### config.mk
export PLATFORM = sky130hd
export DESIGN_NAME = fpc_pcs
export DESIGN_NICKNAME = d
export VERILOG_FILES = /design/src/rtl/fpc_pcs.v /design/src/rtl/fpc_fifo.v
export VERILOG_INCLUDE_DIRS = /design/src /design/src/rtl
export SDC_FILE = /design/constraint.sdc
export NUM_CORES = 1
export LEC_CHECK = 0
export ABC_AREA = 1
export BUFFER_PORTS_ARGS = -buffer_cell sky130_fd_sc_hd__buf_2
export CORE_ASPECT_RATIO = 1.2
export CORE_UTILIZATION = 57
export CTS_BUF_LIST = sky130_fd_sc_hd__clkbuf_4 sky130_fd_sc_hd__clkbuf_8
export CTS_CLUSTER_DIAMETER = 100
export CTS_CLUSTER_SIZE = 40
export DETAILED_ROUTE_END_ITERATION = 10
export MAX_ROUTING_LAYER = met4
export PLACE_DENSITY = 0.77
export SYNTH_ARGS = -nofsm -noshare
export SYNTH_HDL_FRONTEND = slang
export SYNTH_SLANG_ARGS = --single-unit
export TNS_END_PERCENT = 10
### constraint.sdc
create_clock -name sys_clk_i -period 1.9 [get_ports sys_clk_i]
set_input_delay 0.285 -clock sys_clk_i [delete_from_list [all_inputs] [get_ports sys_clk_i]]
set_output_delay 0.285 -clock sys_clk_i [all_outputs]
set_load 0.01 [all_outputs]
### src/rtl/fpc_regs.vh
/*
  Constants of the fast ethernet coding path: code groups, line levels,
  scrambler and synchroniser figures.
  Assumes inclusion by bare name from rtl/ and a single clock domain.
*/
`ifndef FPC_REGS_VH
`define FPC_REGS_VH

// Special code groups
`define FPC_CG_IDLE     5'h1f
`define FPC_CG_SSD_J    5'h18
`define FPC_CG_SSD_K    5'h11
`define FPC_CG_ESD_T    5'h0d
`define FPC_CG_ESD_R    5'h07
`define FPC_CG_TX_ERR   5'h04

// Nibbles driven to the MAC
`define FPC_NIB_PREAMBLE 4'h5
`define FPC_NIB_BAD_SSD  4'he

// Three-level line codes
`define FPC_LVL_ZERO    2'h0
`define FPC_LVL_PLUS    2'h1
`define FPC_LVL_MINUS   2'h3

// Code group geometry
`define FPC_SYM_BITS    5
`define FPC_SYM_LAST    3'h4

// Scrambler key generator
`define FPC_KEY_BITS    11
`define FPC_SEED_LOW    6'h2d

// Descrambler lock and idle window
`define FPC_LOCK_ONES   6'h1e
`define FPC_IDLE_ONES   6'h0a
`define FPC_WIN_BYTES   4000
`define FPC_WIN_US      40
`define FPC_BITS_PER_BYTE 8

// Rates
`define FPC_LINE_MHZ    125
`define FPC_MII_MHZ     25

`endif

### src/rtl/fpc_pcs.v
/*
  Digital coding path of a 100 Mbps twisted-pair port: 4B/5B, scrambler,
  NRZI and three-level coding on transmit; the reverse plus delimiter
  alignment and receive status on the MAC-facing side.
  Assumes line levels come from recovery logic outside this clock domain and
  that the MAC paces transmit nibbles with valid and ready.
*/
`include "fpc_regs.vh"

// Behaviour
// - Unused code groups in frame raise error
// - Scrambler seed taken from management address
// - Scrambler stage serialises five-bit groups
// - Scrambled bits become NRZI serial stream
// - One bit steps three-level output onward
// - Transmit logic runs on line bit rate
// - Three-level input turned back into NRZI
// - Descrambler inverts key and deserialises
// - Key acquired on idle, then held
// - No idle within window restarts sync
// - Group alignment set on start delimiter
// - Start delimiter shown as two 0101 nibbles
// - Data valid rises with first delimiter nibble
// - End delimiter or two idles end frame
// - Valid held until end, link, signal or lock loss
// - Non-data groups in frame flag error, except K (shown as 0101) and the T-R or idle-idle end pairs
// - Bad start delimiter drives 1110 with error
// - Nibbles at one-fifth bit rate, free when idle
// - Data nibbles mapped by fixed table
// - Rising enable sends start delimiter pair
// - Falling enable sends end pair, then idle
// - Transmit error sends error code group
module fpc_pcs #(
  parameter BIT_DIV       = 1,
  parameter FIFO_DEPTH    = 8,
  parameter IDLE_WIN_BITS = `FPC_WIN_BYTES * `FPC_BITS_PER_BYTE
) (
  // Clock and reset
  input  wire       sys_clk_i,
  input  wire       nrst_i,
  // Configuration
  input  wire [4:0] phy_mgmt_addr_i,
  // MII transmit from MAC
  input  wire       tx_valid_i,
  output wire       tx_ready_o,
  input  wire       tx_en_i,
  input  wire       tx_er_i,
  input  wire [3:0] txd_i,
  // Line transmit
  output reg  [1:0] tx_lvl_o,
  // Line receive
  input  wire [1:0] rx_lvl_i,
  input  wire       line_signal_present_i,
  input  wire       link_ok_i,
  // MII receive to MAC
  output reg        rx_stb_o,
  output reg  [3:0] rxd_o,
  output reg        rx_dv_o,
  output reg        rx_er_o,
  output reg        crs_o
);

  localparam TX_IDLE = 3'h0;
  localparam TX_K    = 3'h1;
  localparam TX_DATA = 3'h2;
  localparam TX_R    = 3'h3;

  function [4:0] enc_nib;
    input [3:0] nib;
    begin
      case (nib)
        4'h0: enc_nib = 5'h1e;
        4'h1: enc_nib = 5'h09;
        4'h2: enc_nib = 5'h14;
        4'h3: enc_nib = 5'h15;
        4'h4: enc_nib = 5'h0a;
        4'h5: enc_nib = 5'h0b;
        4'h6: enc_nib = 5'h0e;
        4'h7: enc_nib = 5'h0f;
        4'h8: enc_nib = 5'h12;
        4'h9: enc_nib = 5'h13;
        4'ha: enc_nib = 5'h16;
        4'hb: enc_nib = 5'h17;
        4'hc: enc_nib = 5'h1a;
        4'hd: enc_nib = 5'h1b;
        4'he: enc_nib = 5'h1c;
        default: enc_nib = 5'h1d;
      endcase
    end
  endfunction

  // Returns {is_data, nibble}; every unused group decodes as not data
  function [4:0] dec_cg;
    input [4:0] cg;
    reg   [3:0] n;
    reg         hit;
    integer     i;
    begin
      n   = 4'h0;
      hit = 1'b0;
      for (i = 0; i < 16; i = i + 1) begin
        if (enc_nib(i[3:0]) == cg) begin
          n   = i[3:0];
          hit = 1'b1;
        end
      end
      dec_cg = {hit, n};
    end
  endfunction

  function key_fb;
    input [`FPC_KEY_BITS-1:0] k;
    begin
      key_fb = k[10] ^ k[8];
    end
  endfunction

  // Bit-rate enable
  reg  [7:0] div_cnt;
  wire       bit_en;
  assign bit_en = (div_cnt == BIT_DIV - 1);

  always @(posedge sys_clk_i or negedge nrst_i) begin
    if (!nrst_i) begin
      div_cnt <= 8'h00;
    end else begin
      div_cnt <= bit_en ? 8'h00 : div_cnt + 8'h01;
    end
  end

  // Transmit buffer
  wire [5:0] fifo_q;
  wire       fifo_valid;
  reg        fifo_pop;

  fpc_fifo #(
    .WIDTH (6),
    .DEPTH (FIFO_DEPTH),
    .AW    (3)
  ) u_tx_fifo (
    .sys_clk_i   (sys_clk_i),
    .nrst_i      (nrst_i),
    .in_valid_i  (tx_valid_i),
    .in_ready_o  (tx_ready_o),
    .in_data_i   ({tx_en_i, tx_er_i, txd_i}),
    .out_valid_o (fifo_valid),
    .out_ready_i (fifo_pop),
    .out_data_o  (fifo_q)
  );

  // Transmit symbol sequencer
  reg  [2:0]                tx_state;
  reg  [2:0]                next_tx_state;
  reg  [4:0]                next_cg;
  reg  [2:0]                tx_bit_cnt;
  reg  [4:0]                tx_shift;
  reg  [`FPC_KEY_BITS-1:0]  tx_key;
  reg                       seeded;
  reg                       tx_nrzi;
  reg  [1:0]                tx_phase;
  wire                      sym_edge;
  wire                      head_en;
  wire                      tx_scr_bit;

  assign sym_edge   = bit_en && (tx_bit_cnt == `FPC_SYM_LAST);
  assign head_en    = fifo_valid && fifo_q[5];
  assign tx_scr_bit = tx_shift[4] ^ key_fb(tx_key);

  always @* begin
    next_tx_state = tx_state;
    next_cg       = `FPC_CG_IDLE;
    fifo_pop      = 1'b0;
    case (tx_state)
      TX_IDLE: begin
        fifo_pop = sym_edge && fifo_valid;
        if (head_en) begin
          next_cg       = `FPC_CG_SSD_J;
          next_tx_state = TX_K;
        end
      end
      TX_K: begin
        fifo_pop      = sym_edge && head_en;
        next_cg       = `FPC_CG_SSD_K;
        next_tx_state = TX_DATA;
      end
      TX_DATA: begin
        if (head_en) begin
          fifo_pop = sym_edge;
          next_cg  = fifo_q[4] ? `FPC_CG_TX_ERR : enc_nib(fifo_q[3:0]);
        end else begin
          next_cg       = `FPC_CG_ESD_T;
          next_tx_state = TX_R;
        end
      end
      TX_R: begin
        next_cg       = `FPC_CG_ESD_R;
        next_tx_state = TX_IDLE;
      end
      default: begin
        next_tx_state = TX_IDLE;
      end
    endcase
  end

  always @(posedge sys_clk_i or negedge nrst_i) begin
    if (!nrst_i) begin
      tx_state   <= TX_IDLE;
      tx_bit_cnt <= 3'h0;
      tx_shift   <= `FPC_CG_IDLE;
      tx_key     <= {`FPC_KEY_BITS{1'b1}};
      seeded     <= 1'b0;
      tx_nrzi    <= 1'b0;
      tx_phase   <= 2'h0;
      tx_lvl_o   <= `FPC_LVL_ZERO;
    end else begin
      if (!seeded) begin
        seeded <= 1'b1;
        tx_key <= {phy_mgmt_addr_i, `FPC_SEED_LOW};
      end else if (bit_en) begin
        tx_key <= {tx_key[9:0], key_fb(tx_key)};
        if (sym_edge) begin
          tx_bit_cnt <= 3'h0;
          tx_state   <= next_tx_state;
          tx_shift   <= next_cg;
        end else begin
          tx_bit_cnt <= tx_bit_cnt + 3'h1;
          tx_shift   <= {tx_shift[3:0], 1'b0};
        end
        tx_nrzi <= tx_nrzi ^ tx_scr_bit;
        if (tx_scr_bit) begin
          tx_phase <= tx_phase + 2'h1;
          case (tx_phase)
            2'h0:    tx_lvl_o <= `FPC_LVL_PLUS;
            2'h2:    tx_lvl_o <= `FPC_LVL_MINUS;
            default: tx_lvl_o <= `FPC_LVL_ZERO;
          endcase
        end
      end
    end
  end

  // Input synchronisers
  reg [1:0] lvl_m;
  reg [1:0] lvl_s;
  reg [1:0] sig_m;
  reg [1:0] sig_s;

  always @(posedge sys_clk_i or negedge nrst_i) begin
    if (!nrst_i) begin
      lvl_m <= `FPC_LVL_ZERO;
      lvl_s <= `FPC_LVL_ZERO;
      sig_m <= 2'h0;
      sig_s <= 2'h0;
    end else begin
      lvl_m <= rx_lvl_i;
      lvl_s <= lvl_m;
      sig_m <= {line_signal_present_i, link_ok_i};
      sig_s <= sig_m;
    end
  end

  // Receive path
  reg  [1:0]               rx_lvl_prev;
  reg                      rx_nrzi;
  reg  [`FPC_KEY_BITS-1:0] rx_key;
  reg                      locked;
  reg  [5:0]               ones_run;
  reg  [15:0]              win_cnt;
  reg  [14:0]              win;
  reg  [2:0]               rx_sym_cnt;
  reg                      in_frame;
  reg  [4:0]               hold_cg;
  wire                     rx_bit;
  wire                     rx_db;
  wire [14:0]              nwin;
  wire                     line_ok;
  wire                     rx_edge;
  wire [4:0]               new_cg;
  wire [4:0]               hold_dec;

  assign rx_bit   = (lvl_s != rx_lvl_prev);
  assign rx_db    = rx_bit ^ key_fb(rx_key);
  assign nwin     = {win[13:0], rx_db};
  assign line_ok  = sig_s[1] && sig_s[0] && locked;
  assign rx_edge  = bit_en && (rx_sym_cnt == `FPC_SYM_LAST);
  assign new_cg   = nwin[4:0];
  assign hold_dec = dec_cg(hold_cg);

  always @(posedge sys_clk_i or negedge nrst_i) begin
    if (!nrst_i) begin
      rx_lvl_prev <= `FPC_LVL_ZERO;
      rx_nrzi     <= 1'b0;
      rx_key      <= {`FPC_KEY_BITS{1'b0}};
      locked      <= 1'b0;
      ones_run    <= 6'h00;
      win_cnt     <= 16'h0000;
      win         <= 15'h0000;
      rx_sym_cnt  <= 3'h0;
      in_frame    <= 1'b0;
      hold_cg     <= `FPC_CG_IDLE;
      rx_stb_o    <= 1'b0;
      rxd_o       <= 4'h0;
      rx_dv_o     <= 1'b0;
      rx_er_o     <= 1'b0;
      crs_o       <= 1'b0;
    end else begin
      rx_stb_o <= 1'b0;
      if (bit_en) begin
        rx_lvl_prev <= lvl_s;
        rx_nrzi     <= rx_nrzi ^ rx_bit;
        win         <= nwin;
        rx_key      <= {rx_key[9:0], locked ? key_fb(rx_key) : ~rx_bit};
        ones_run    <= rx_db ? ((ones_run == 6'h3f) ? ones_run : ones_run + 6'h01) : 6'h00;
        rx_sym_cnt  <= rx_edge ? 3'h0 : rx_sym_cnt + 3'h1;
        if (!locked) begin
          win_cnt <= 16'h0000;
          if (ones_run >= `FPC_LOCK_ONES) begin
            locked <= 1'b1;
          end
        end else if (ones_run >= `FPC_IDLE_ONES) begin
          win_cnt <= 16'h0000;
        end else if (win_cnt >= IDLE_WIN_BITS - 1) begin
          locked <= 1'b0;
        end else begin
          win_cnt <= win_cnt + 16'h0001;
        end
        if (in_frame && !line_ok) begin
          in_frame <= 1'b0;
          rx_dv_o  <= 1'b0;
          rx_er_o  <= 1'b0;
          crs_o    <= 1'b0;
          rx_stb_o <= 1'b1;
        end else if (!in_frame && line_ok && nwin[9:0] == {`FPC_CG_SSD_J, `FPC_CG_SSD_K}) begin
          in_frame   <= 1'b1;
          rx_sym_cnt <= 3'h0;
          hold_cg    <= `FPC_CG_SSD_K;
          rxd_o      <= `FPC_NIB_PREAMBLE;
          rx_dv_o    <= 1'b1;
          rx_er_o    <= 1'b0;
          crs_o      <= 1'b1;
          rx_stb_o   <= 1'b1;
        end else if (!in_frame && line_ok && nwin[14:5] == {`FPC_CG_IDLE, `FPC_CG_SSD_J}
                     && new_cg != `FPC_CG_SSD_K) begin
          rxd_o    <= `FPC_NIB_BAD_SSD;
          rx_er_o  <= 1'b1;
          rx_dv_o  <= 1'b0;
          rx_stb_o <= 1'b1;
        end else if (rx_edge) begin
          rx_stb_o <= 1'b1;
          if (!in_frame) begin
            rx_er_o <= 1'b0;
            rx_dv_o <= 1'b0;
            crs_o   <= 1'b0;
          end else begin
            hold_cg <= new_cg;
            if ((hold_cg == `FPC_CG_ESD_T && new_cg == `FPC_CG_ESD_R) ||
                (hold_cg == `FPC_CG_IDLE && new_cg == `FPC_CG_IDLE)) begin
              in_frame <= 1'b0;
              rx_dv_o  <= 1'b0;
              rx_er_o  <= 1'b0;
              crs_o    <= 1'b0;
            end else if (hold_cg == `FPC_CG_SSD_K) begin
              rxd_o   <= `FPC_NIB_PREAMBLE;
              rx_er_o <= 1'b0;
            end else begin
              rxd_o   <= hold_dec[3:0];
              rx_er_o <= ~hold_dec[4];
            end
          end
        end
      end
    end
  end

endmodule

### src/rtl/fpc_fifo.v
/*
  Parameterised synchronous FIFO with valid and ready on both sides.
  Assumes one clock and an asynchronous active-low reset; flags are registered.
*/
module fpc_fifo #(
  parameter WIDTH = 6,
  parameter DEPTH = 8,
  parameter AW    = 3
) (
  // Clock and reset
  input  wire             sys_clk_i,
  input  wire             nrst_i,
  // Filling side
  input  wire             in_valid_i,
  output reg              in_ready_o,
  input  wire [WIDTH-1:0] in_data_i,
  // Draining side
  output reg              out_valid_o,
  input  wire             out_ready_i,
  output wire [WIDTH-1:0] out_data_o
);

  reg [WIDTH-1:0] mem [0:DEPTH-1];
  reg [AW-1:0]    wr_ptr;
  reg [AW-1:0]    rd_ptr;
  reg [AW:0]      count;
  reg [AW:0]      next_count;
  wire            push;
  wire            pop;

  assign push       = in_valid_i & in_ready_o;
  assign pop        = out_valid_o & out_ready_i;
  assign out_data_o = mem[rd_ptr];

  always @* begin
    next_count = count;
    if (push && !pop) begin
      next_count = count + {{AW{1'b0}}, 1'b1};
    end else if (pop && !push) begin
      next_count = count - {{AW{1'b0}}, 1'b1};
    end
  end

  always @(posedge sys_clk_i) begin
    if (push) begin
      mem[wr_ptr] <= in_data_i;
    end
  end

  always @(posedge sys_clk_i or negedge nrst_i) begin
    if (!nrst_i) begin
      wr_ptr      <= {AW{1'b0}};
      rd_ptr      <= {AW{1'b0}};
      count       <= {(AW+1){1'b0}};
      in_ready_o  <= 1'b0;
      out_valid_o <= 1'b0;
    end else begin
      if (push) begin
        wr_ptr <= (wr_ptr == DEPTH - 1) ? {AW{1'b0}} : wr_ptr + {{(AW-1){1'b0}}, 1'b1};
      end
      if (pop) begin
        rd_ptr <= (rd_ptr == DEPTH - 1) ? {AW{1'b0}} : rd_ptr + {{(AW-1){1'b0}}, 1'b1};
      end
      count       <= next_count;
      in_ready_o  <= (next_count != DEPTH);
      out_valid_o <= (next_count != {(AW+1){1'b0}});
    end
  end

endmodule

## After elaboration in Yosys (flattened, before gate mapping)

Memories as Yosys holds them, arrays and structs flattened.
Index checks and enable logic that the tools add are counted.

- Multiplexer cells: 102
- Magnitude comparators: 3
- Reductions and logical operators: 42
- Add/sub/neg operators: 10
- Eq/ne operators: 45
- Bitwise gates (word level): 9

Operator list:

| cell | number |
|---|---|
| two-way mux 4 bit | 20 |
| == test 5 bit, first input constant | 11 |
| two-way mux 1 bit | 52 |
| two-way mux 16 bit | 3 |
| two-way mux 5 bit | 7 |
| two-way mux 3 bit | 9 |
| == test 4 x 5 -> 1 bit, first input constant | 5 |
| two-way mux 11 bit | 2 |
| == test 10 bit, second input constant | 2 |
| case mux 5 bit (4 select lines) | 1 |
| adder 16 x 1 -> 16 bit, second input constant | 1 |
| greater-or-equal comparator 16 x 15 -> 1 bit, second input constant | 1 |
| logical AND 1 bit | 16 |
| == test 5 bit, second input constant | 3 |
| AND reduction 5 bit | 3 |
| adder 3 x 1 -> 3 bit, second input constant | 4 |
| == test 3 bit, second input constant | 4 |
| two-way mux 6 bit | 2 |
| != test 2 bit, second input constant | 5 |
| != test 3 bit, second input constant | 3 |
| case mux 3 bit (3 select lines) | 1 |
| AND reduction 3 bit | 3 |
| nonzero test 3 bit | 3 |
| adder 8 x 1 -> 8 bit, second input constant | 1 |
| 33 further kinds | 49 |

- Word-level logic and storage cells: 244
- RAM bits: 48
- Register bits: 122
- Input bits: 18
- Memories kept: 2
- Memory bits (read-only): 80
- Output and inout port bits: 11

Memory list:

| name | words | bits a word | rd ports | clocked after Yosys merged registers in | write ports | line | text |
|---|---|---|---|---|---|---|---|
| (name not given) | 16 | 5 | 1 | 0 | 0 | fpc_pcs.v:71 | `case (nib)` |
| u_tx_fifo.mem | 8 | 6 | 1 | 0 | 1 | fpc_fifo.v:23 | `reg [WIDTH-1:0] mem [0:DEPTH-1];` |

## Longest topological paths before layout

Gate-level depths: netlist (run 1).

- Word-level depth: 25
- Depth in mapped cells: 17
- Depth with buffers taken out: 15

## By module

Synthesis (run 1) repeated with hierarchy kept, for this count alone.

- Cell total of the unflattened synthesis: 1,017
- Area total of the unflattened synthesis: 8,784.7 sq um

By module, submodules not included:

| module | area an instance (sq um) | times used | cells each | sequential area each (sq um) |
|---|---|---|---|---|
| fpc_pcs | 6,069.6 | 1 | 771 | 2,753.9 |
| fpc_fifo | 2,715.1 | 1 | 246 | 1,741.7 |

## Least setup slack after synthesis (run 1)

No wires, ideal clock.

- Path kind: flip-flop to flip-flop
- Start: reg div_cnt[0]
- End: reg win_cnt[6]
- Path slack: -0.010 ns
- Stages on the path, launching flop included: 10
- Clock period less this slack: 1.910 ns
- Setup time: 0.125 ns
- Path buffers: 1
- Arrival: 1.785 ns
- Cell sequence: dfrtp_1 > inv_1 > ha_1 > nor3b_1 > nand2_2 > inv_2 > buf_4 > nand2_2 > nand2_2 > mux2_2

- Longest elaborated chain between the ends: 2

RTL lines:

| element | line | text |
|---|---|---|
| start: declaration | fpc_pcs.v:119 | `reg [7:0] div_cnt;` |
| start signal: assignment | fpc_pcs.v:127 | `div_cnt <= bit_en ? 8'h00 : div_cnt + 8'h01;` |
| logical NOT 8 bit | fpc_pcs.v:121 | `assign bit_en = (div_cnt == BIT_DIV - 1);` |
| AND reduction 2 bit (no source line) | -- |  |
| end signal: assignment | fpc_pcs.v:325 | `win_cnt <= win_cnt + 16'h0001;` |
| end: declaration | fpc_pcs.v:268 | `reg [15:0] win_cnt;` |

Every way passes these cells.
A chain may end at the register's enable or synchronous reset.

## Final worst setup path (run 1)

- Start: reg div_cnt[1]
- End: reg u_tx_fifo.out_valid_o

- Longest elaborated chain between the ends: 9
- Elaborated cells on any way between the ends: 13

RTL lines:

| element | line | text |
|---|---|---|
| logical NOT 8 bit (*) | fpc_pcs.v:121 |  |
| logical AND 1 bit (*) | fpc_pcs.v:165 | `` assign sym_edge = bit_en && (tx_bit_cnt == `FPC_SYM_LAST); `` |
| two-way mux 1 bit (tied with other cells) | fpc_pcs.v:187 | `if (head_en) begin` |
| case mux 1 bit (3 select lines) (*) | fpc_pcs.v:173 | `case (tx_state)` |
| AND 1 bit (*) | fpc_fifo.v:32 | `assign pop = out_valid_o & out_ready_i;` |
| logical AND 1 bit or logical NOT 1 bit (tied branches) | fpc_fifo.v:39, fpc_fifo.v:37 |  |
| two-way mux 4 bit or logical AND 1 bit (tied branches) | fpc_fifo.v:39, fpc_fifo.v:37 |  |
| two-way mux 4 bit (*) | fpc_fifo.v:37 | `if (push && !pop) begin` |
| named net u_tx_fifo.next_count[0] | fpc_fifo.v:27 | `reg [AW:0] next_count;` |
| nonzero test 4 bit (*) | fpc_fifo.v:66 | `out_valid_o <= (next_count != {(AW+1){1'b0}});` |
| end signal: assignment | fpc_fifo.v:66 |  |
| end: declaration | fpc_fifo.v:18 | `output reg out_valid_o,` |

Mark *: on every way through the listed nets, which the timed path passes. The rest lies on a longest branch.

==> impl_metrics.tcl, run 1 <==
set metrics [dict create \
    fmax_mhz 510.4 \
    grt.overflow.total 0 \
    start_util_pct 58.71 \
    n_antenna_cell 0 \
    io_pins 29 \
    post-route-period-util_pct 103.1 \
    cts_root_buffer "clkbuf_8" \
    finalSetupViolCount 2 \
    grt_max_degree 56 \
    worst_hold_path_type "input port to flop" \
    ys.flop_type "dfrtp_1" \
    postSynthAreaPerCell_um2 8.887 \
    multi_input_area_mm2 0.003349 \
    synth_edf_count 48 \
    critPathMaxStageDelay_ps 390 \
    core_mm2 0.01382 \
    syn2layout_area_growth_pct 18.26 \
    die_h_um 132.7 \
    syn-cell-area_mm2 0.008114 \
    maxCapViolCount 0 \
    gr-usage-all-layers_pct 23.44 \
    drtAntennaViolNets 0 \
    worst_slack_ps -59.09 \
    gp_congestion 0.8532 \
    async_flop_share_pct 71.60 \
    tns_ps -112.1 \
    drc 0 \
    place_hpwl_mm 11.00 \
    crit_chain "inv_2 -> ha_4 -> nor3b_4 -> nand3b_1 -> nor2_4 -> nand2_4 -> nand2_4 -> nand2_2 -> nand2_1 -> nand2_1 -> nor2_2 -> nand3_2" \
    ys_top_cells_by_area "dfrtp_1, edfxtp_1, nand2_1" \
    synth_top_area_share_pct 30.84 \
    peakVddDrop_v 0.0007832 \
    synth_area_leader_cell "dfrtp_1" \
    nFillCells 1025 \
    seqCellArea_mm2 0.004497 \
    drtPass1Iterations 5 \
    worstSetupEndpointType "flop" \
    io_buffers 28 \
    grt_pass1_vias 6027 \
    finClkSkew_ps 16.93 \
    synth_nets 952 \
    drt-initial-drc-count 357 \
    clock_latency_ps 470 \
    cts_tree "built" \
    slowest_stage "dfrtp_1" \
    cp.required_ps 2240 \
    final_common_cell "nand2_1" \
    ys_seq_area_share_pct 55.40 \
    final_cell_mix "nand2_1, dfrtp_1, inv_1" \
    ys_types 55 \
    clockBufferDepth 2 \
    stdcell_count 1187 \
    antenna_found_initial 0 \
    final_hold_viol_count 0 \
    critPathArrivalTime_ps 2300 \
    leakage_nw 4.419 \
    drive_gt1_share_pct 21.36 \
    routedWlPerCell_um 13.65 \
    yosysWarnings 0 \
    holdWs_ps 39.31 \
    final_core_utilization_pct 69.43 \
    die_area_mm2 0.01472 \
    post-route-min-period_ps 1959 \
    fp.dieW_um 110.9 \
    clock-sinks 169 \
    report.final.slew_viol_count 0 \
    critPathLaunchType "flop" \
    wirelength_mm 16.20 \
    rsz0062_at_grt "yes" \
    synth_seq_cells 169 \
    worst-setup-path-type "flop to flop" \
    clk_pin_slew_ps 90 \
    rows 47 \
    grt_pass1_wl_mm 26.72 \
    vias 6358 \
    cts_buffers 17 \
    violations "negative setup slack" \
    h-tree-depth 4 \
    pwr_density_cell_mw_per_mm2 1138 \
    syn-instance-count 913 \
    cp_max_fo 6 \
    status "finished, violations left" \
    drt-vias-per-instance 5.356 \
    finalNetCount 1042 \
    dpl.cell_count 1147 \
]
## critical path: cells and delay by family (launching register included)
| family | cells | cell delay, ps |
|---|---|---|
| fa+ha+maj | 1 | 120 |
| buf+inv | 1 | 80 |
| flops | 1 | 390 |
| simple gates | 10 | 1250 |
## synth_stat cells (4+ instances only)
cell type and instances:
edfxtp_1 48, o21ai_0 61, a22oi_1 4, nand3_1 53, nand2_1 233, inv_2 7, nand4_1 9, o211ai_1 4
dfrtp_1 100, o31ai_1 5, o22ai_1 9, xor2_1 6, buf_4 4, dfstp_2 21, o21ai_1 20, nor4_1 5
nand2_2 7, xnor2_1 7, nor3_1 13, inv_1 99, ha_1 21, clkbuf_1 13, nor2_1 94, a21oi_1 23
## state kept, by name, indices dropped and copies added, names as in the netlist, 3 cells and up
signal / cells
tx_key: 11
u_tx_fifo.wr_ptr: 3
rx_key: 11
tx_bit_cnt: 3
div_cnt: 8
rxd_o: 4
ones_run: 6
hold_cg: 5
win_cnt: 16
u_tx_fifo.rd_ptr: 3
u_tx_fifo.count: 4
u_tx_fifo.mem: 48
rx_sym_cnt: 3
win: 14
tx_shift: 5
## what timing repair did
item,4_1_cts,5_1_grt
endpoints found under the hold margin,23,0
resized for setup,9,63
hold buffers,5,0
endpoints found under the setup margin,11,44
setup buffers,0,3
pin swaps,0,22
## cell families (layout without fill, tap and decap cells)
kind of cell | Yosys count | in the layout | share of synthesized area [%]
and+or+nand+nor | 430 | 430 | 22.57
DFF | 169 | 169 | 55.40
AOI/OAI and AO/OA | 144 | 144 | 10.33
buffers and inverters | 131 | 234 | 6.322
adders and majority gates | 21 | 21 | 3.238
xor gates and xnor gates | 15 | 15 | 1.804
muxes | 2 | 2 | 0.2775
other | 1 | 1 | 0.04622
## area by class of cell
cell class / count / area share, %
clock inverters: 10 / 1.487
clock buffers: 22 / 2.895
multi-input cells: 613 / 34.91
inverters: 110 / 4.368
well taps: 171 / 2.230
flip-flops and latches: 169 / 46.86
repair buffers: 92 / 7.250
## final timing paths
kind                                       from                              end  slack (ps)  depth (start not counted)
setup / recovery           div_cnt[1]$_DFF_PN0_  u_tx_fifo.out_valid_o$_DFF_PN0_         -60                         12
hold / removal               phy_mgmt_addr_i[2]            tx_key[8]$_DFFE_PN1P_          40                          3
setup reg to reg           div_cnt[1]$_DFF_PN0_  u_tx_fifo.out_valid_o$_DFF_PN0_         -60                         12
hold reg to reg              sig_m[0]$_DFF_PN0_               sig_s[0]$_DFF_PN0_         350                          0
max in group asynchronous                nrst_i           hold_cg[3]$_DFFE_PN1P_        1050                          3
min in group asynchronous                nrst_i          tx_lvl_o[0]$_DFFE_PN0P_         250                          2
## metrics by stage
step / cell area [µm²] / setup WS [ps] / power (W)
after floorplan: 8119 / 69.04 / 0.007012
after global placement: 8835 / 56.11 / 0.007897
after detailed placement: 8835 / -75.87 / 0.008001
after CTS: 9338 / -9.657 / 0.01071
after global routing: 9595 / -199.9 / 0.01166
final: 9595 / -59.09 / 0.01092
## power breakdown
part / internal [W] / total [W] / switching (W)
logic: 0.00129 / 0.00343 / 0.00214
registers: 0.00440 / 0.00481 / 0.000415
clock network: 0.00140 / 0.00267 / 0.00127
total: 0.00710 / 0.0109 / 0.00382
## metal layers
metal / vias up / wire length (µm) / global-route usage (%)
met2: 155 / 8367 / 39.27
met5: - / 0 / -
met3: 36 / 627 / 4.947
li1: 3174 / - / -
met4: 0 / 417 / 9.630
met1: 2993 / 6788 / 27.54
No activity file was read; power rests on OpenSTA's default activity.
==> run 2, diff against run 1 <==
Settings changed: HOLD_SLACK_MARGIN set to 0.06.
==> run 2 against run 1 <==
  * The flow still finishes with violations (negative setup slack)
  * Via count decreased by 0.11%
  * Clock skew about the same
  * Combinational power is essentially flat
  * Non-clock buffer count increased by 3
  * Fmax about the same
  * Routed wire length grew 0.46%
  * Global-route usage increased by 0.093 points
  * Power about the same
  * Die area is the same
  * Cell area increased by 0.31%
  * Critical path type unchanged
  * Critical endpoint unchanged
  * Largest cell class unchanged
==> impl_metrics.tcl, run 2 (synthesis results as in run 1) <==
set metrics [dict create \
    status "finished, violations left" \
    violations "negative setup slack" \
    fmax_mhz 510.8 \
    final_hold_viol_count 0 \
    stdcell_count 1190 \
    final_area_mm2 0.009625 \
    io_pins 29 \
    start_util_pct 58.71 \
    io_buffers 28 \
    ff2ff_path_depth 12 \
    drive_gt1_share_pct 21.30 \
    p_sw_w 0.003826 \
    grt_max_degree 56 \
    worst_slack_ps -57.83 \
    gp_congestion 0.8532 \
    intPower_w 0.007101 \
    place_area_mm2 0.008835 \
    drt-initial-drc-count 361 \
    reg.largest.list "u_tx_fifo.mem x48, win_cnt x16, win x14" \
    clk_pin_slew_ps 80 \
    clock-sinks 169 \
    core_mm2 0.01382 \
    regMostFlops "u_tx_fifo.mem" \
    die_h_um 132.7 \
    vias 6351 \
    critPathLaunchType "flop" \
    rows 47 \
    die_area_mm2 0.01472 \
    post-route-min-period_ps 1958 \
    cp_max_fo 6 \
    routedWlPerCell_um 13.68 \
    peakVddDrop_v 0.0007817 \
    report.final.slew_viol_count 0 \
    syn2layout_area_growth_pct 18.63 \
    drtPass1Iterations 5 \
    cts_root_buffer "clkbuf_8" \
    rsz0062_at_grt "yes" \
    final_core_utilization_pct 69.65 \
    maxCapViolCount 0 \
    power.total_w 0.01093 \
    p_seq_share_pct 44.1 \
    drtAntennaViolNets 0 \
    final_common_cell "nand2_1" \
    antenna_found_initial 0 \
    finClkSkew_ps 16.88 \
    grt.overflow.total 0 \
    power_frac_clock_pct 24.4 \
    clockBufferDepth 2 \
    critPathArrivalTime_ps 2290 \
    cts_tree "built" \
    cts_buffers 17 \
    n_antenna_cell 0 \
    worst-setup-path-type "flop to flop" \
    critPathMaxStageDelay_ps 390 \
    pwr_density_cell_mw_per_mm2 1135 \
    leakage_nw 4.431 \
    place_hpwl_mm 11.00 \
    clock_latency_ps 460 \
    fp.dieW_um 110.9 \
    p_sw_share_pct 35.01 \
    hold_path_depth 3 \
    largest_register_ffs 48 \
    finalSetupViolCount 2 \
    final_cell_mix "nand2_1, dfrtp_1, inv_1" \
    slowest_stage "dfrtp_1" \
    worst_hold_path_type "input port to flop" \
    pwr-share-comb_pct 31.5 \
    worstSetupEndpointType "flop" \
    grt_pass1_wl_mm 26.81 \
    cp.required_ps 2240 \
    post-route-period-util_pct 103.0 \
    dpl.cell_count 1147 \
    gr-usage-all-layers_pct 23.53 \
    grt_pass1_vias 6045 \
    finalNetCount 1045 \
    h-tree-depth 4 \
    drc 0 \
    tns_ps -109.7 \
    drt-vias-per-instance 5.337 \
    nFillCells 1022 \
    crit_chain "inv_2 -> ha_4 -> nor3b_4 -> nand3b_1 -> nor2_4 -> nand2_4 -> nand2_4 -> nand2_2 -> nand2_1 -> nand2_1 -> nor2_2 -> nand3_2" \
    wirelength_mm 16.27 \
]
-- run 2: cell types whose count changed in the layout (fill, tap and decap cells not counted), sizes merged --
cell and change:
dlygate4sd3 +3
-- run 2: repair_timing --
action,4_1_cts,5_1_grt
pin swaps,0,22
setup buffers,0,3
gates resized for setup,9,63
hold buffers,8,0
hold endpoints to repair,97,0
setup endpoints to repair,11,44
-- run 2: power by group through the flow --
| stage | sequential (W) | clock, W | combinational [W] |
|---|---|---|---|
| floorplan | 0.00474 | 0 | 0.00227 |
| global placement | 0.00485 | 0 | 0.00305 |
| detailed placement | 0.00487 | 0 | 0.00313 |
| CTS | 0.00480 | 0.00273 | 0.00319 |
| global route | 0.00489 | 0.00285 | 0.00392 |
| finish | 0.00482 | 0.00267 | 0.00344 |
-- run 2: through the flow --
step / hold WS, ps / setup slack (ps)
after CTS: 61.63 / -9.657
final: 80.30 / -57.83
after floorplan: -10.59 / 69.04
after global placement: 189.4 / 56.11
after global routing: 78.73 / -199.9
after detailed placement: 193.5 / -75.87
-- run 2: per-layer routing --
metal  wire length, µm  track usage [%]
met1              6899            27.67
met2              8352            39.44
met3               599            4.947
met4               423            9.630
met5                 0                -
-- run 2: worst max-delay path: cells and delay by family (launching register included) --
kind	cells	cell delay (ps)
and+or+nand+nor	10	1250
buffers and inverters	1	80
adders and majority gates	1	120
DFF	1	390
-- run 2: worst paths after layout --
path	end	startpoint	slack, ps
min in group asynchronous	tx_lvl_o[0]$_DFFE_PN0P_	nrst_i	250
min	tx_key[9]$_DFFE_PN1P_	phy_mgmt_addr_i[3]	80
min reg2reg	sig_s[0]$_DFF_PN0_	sig_m[0]$_DFF_PN0_	350
max in group asynchronous	hold_cg[3]$_DFFE_PN1P_	nrst_i	1040
max reg2reg	u_tx_fifo.out_valid_o$_DFF_PN0_	div_cnt[1]$_DFF_PN0_	-60
max	u_tx_fifo.out_valid_o$_DFF_PN0_	div_cnt[1]$_DFF_PN0_	-60
-- run 2: final cells by class --
cell class              count  area, µm²  share of cell area (%)
flip-flops and latches    169       4497                   46.72
multi-input cells         613       3349                   34.80
repair buffers             95      725.7                   7.539
inverters                 110      419.2                   4.355
clock buffers              22      277.8                   2.886
well taps                 171      214.0                   2.223
clock inverters            10      142.6                   1.482
==> run 3, diff against run 2 <==
Settings changed: CAP_MARGIN set to 20, SKIP_CTS_REPAIR_TIMING set to 1.
==> run 3 against run 2 <==
  * The run still ends with negative setup slack left
  * Critical path depth down 1
  * Register-to-register slack better by 20 ps
  * Sequential power about the same
  * Core utilization increased by 0.063 points
  * Cell count unchanged
  * Sequential share of layout area about the same
  * Power grew 1.0%
  * Combinational power up 3%
  * Clock-buffer cell count did not move
  * Global-route usage decreased by 0.32 points
  * Worst hold slack got worse by 25 ps
==> impl_metrics.tcl, run 3 (synthesis results as in run 1) <==
set metrics [dict create \
    cp-startpoint "div_cnt[1]$_DFF_PN0_" \
    drt-met1-wl_mm 6.975 \
    clk_pin_slew_ps 90 \
    critical_path.top_delay_family "simple AND/OR/NAND/NOR gates" \
    r2r-start "div_cnt[1]$_DFF_PN0_" \
    maxCapViolCount 0 \
    gp_congestion 0.8532 \
    finalNetCount 1045 \
    crit_top_cell "nand3_2" \
    routedWlPerCell_um 13.62 \
    cp.required_ps 2240 \
    r2r_end "u_tx_fifo.out_valid_o$_DFF_PN0_" \
    die_h_um 132.7 \
    hold_path_depth 3 \
    rows 47 \
    wirelength_mm 16.21 \
    regMostFlops "u_tx_fifo.mem" \
    syn2layout_area_growth_pct 18.74 \
    crit_chain "inv_2 -> ha_4 -> nor3b_4 -> nand3b_1 -> nor2_4 -> buf_6 -> nand4_1 -> nand2_1 -> nand3_2 -> nand2_2 -> nand3_2" \
    critPathArrivalTime_ps 2280 \
    drtPass1Iterations 5 \
    peakVddDrop_v 0.0007928 \
    worst_slack_ps -35.45 \
    worstHoldEndpoint "tx_key[7]$_DFFE_PN1P_" \
    die_area_mm2 0.01472 \
    drt-vias-per-instance 5.343 \
    grt.overflow.total 0 \
    grt_pass1_wl_mm 26.45 \
    final_hold_viol_count 0 \
    leakage_nw 4.434 \
    worstSetupEndpointType "flop" \
    largest_register_ffs 48 \
    drive_gt1_share_pct 21.59 \
    top_layer_used "met4" \
    finClkSkew_ps 17.01 \
    violations "negative setup slack" \
    drtAntennaViolNets 0 \
    fmax_mhz 516.7 \
    dp_slack_ps -75.87 \
    nFillCells 1020 \
    clock_latency_ps 470 \
    ff2ff_path_depth 11 \
    pwr_density_cell_mw_per_mm2 1145 \
    finalSetupViolCount 3 \
    clockBufferDepth 2 \
    drt-initial-drc-count 285 \
    io_pins 29 \
    h-tree-depth 4 \
    report.final.slew_viol_count 0 \
    start_util_pct 58.71 \
    critPathMaxStageDelay_ps 390 \
    min_from "phy_mgmt_addr_i[1]" \
    slowest_stage "dfrtp_1" \
    cts_root_buffer "clkbuf_8" \
    cp_max_fo 3 \
    status "finished, violations left" \
    wl_met3_um 503 \
    dr_wl_met2_mm 8.413 \
    worst_hold_path_type "input port to flop" \
    cts_buffers 17 \
    post-route-period-util_pct 101.9 \
    holdWs_ps 55.17 \
    core_mm2 0.01382 \
    reg.largest.list "u_tx_fifo.mem x48, win_cnt x16, win x14" \
    vias 6358 \
    antenna_found_initial 0 \
    gr-usage-all-layers_pct 23.21 \
    n_antenna_cell 0 \
    io_buffers 28 \
    post-route-min-period_ps 1935 \
    ff2ff_setup_slack_ps -40 \
    critPathLaunchType "flop" \
    fp.dieW_um 110.9 \
    drc 0 \
    final_common_cell "nand2_1" \
    grt_pass1_vias 5998 \
    grt_max_degree 56 \
    place_hpwl_mm 11.00 \
    cts_tree "built" \
    worst-setup-path-type "flop to flop" \
    final_cell_mix "nand2_1, dfrtp_1, inv_1" \
    critPathBufInv 2 \
    rsz0062_at_grt "yes" \
    clock-sinks 169 \
]
-- run 3: through the flow --
stage	util (%)	cells	area, µm²	setup TNS (ps)	total power [W]
final	69.71	1190	9634	-61.25	0.01104
after global routing	69.71	1190	9634	-1742	0.01176
after CTS	66.97	1179	9255	-388.4	0.01068
after detailed placement	63.93	1147	8835	-144.0	0.008001
after global placement	63.93	1147	8835	0	0.007897
after floorplan	-	913	8119	0	0.007012
-- run 3: tightest hold or removal path: cells and delay by family --
family | cells | cell delay, ps
buffers and inverters | 1 | 90
AOI/OAI and AO/OA | 1 | 80
and+or+nand+nor | 1 | 50
-- run 3: area by class of cell --
type                    count  area (µm²)  share of cell area, %
flip-flops and latches    169        4497                  46.68
multi-input cells         613        3354                  34.82
repair buffers             95       726.9                  7.545
inverters                 110       421.7                  4.377
clock buffers              22       277.8                  2.883
well taps                 171       214.0                  2.221
clock inverters            10       142.6                  1.481
-- run 3: routing by layer --
| metal | vias to the layer above | global-route usage, % |
|---|---|---|
| li1 | 3182 | - |
| met1 | 3022 | 27.11 |
| met2 | 122 | 38.92 |
| met3 | 32 | 4.993 |
| met4 | 0 | 9.704 |
| met5 | - | - |
-- run 3: where the power goes --
| part | total, W | switching [W] | internal, W |
|---|---|---|---|
| Sequential | 0.00483 | 0.000427 | 0.00440 |
| Clock | 0.00268 | 0.00127 | 0.00140 |
| Combinational | 0.00353 | 0.00218 | 0.00135 |
-- run 3: worst max-delay path by stage --
stage                                                  to  slack, ps  cells after the start
after CTS                 u_tx_fifo.out_valid_o$_DFF_PN0_       -100                     15
final                     u_tx_fifo.out_valid_o$_DFF_PN0_        -40                     11
after detailed placement   u_tx_fifo.in_ready_o$_DFF_PN0_        -80                     15
after global routing      u_tx_fifo.out_valid_o$_DFF_PN0_       -190                     11
after floorplan                    win_cnt[6]$_DFFE_PN0P_         70                      9
after global placement     u_tx_fifo.in_ready_o$_DFF_PN0_         60                     15
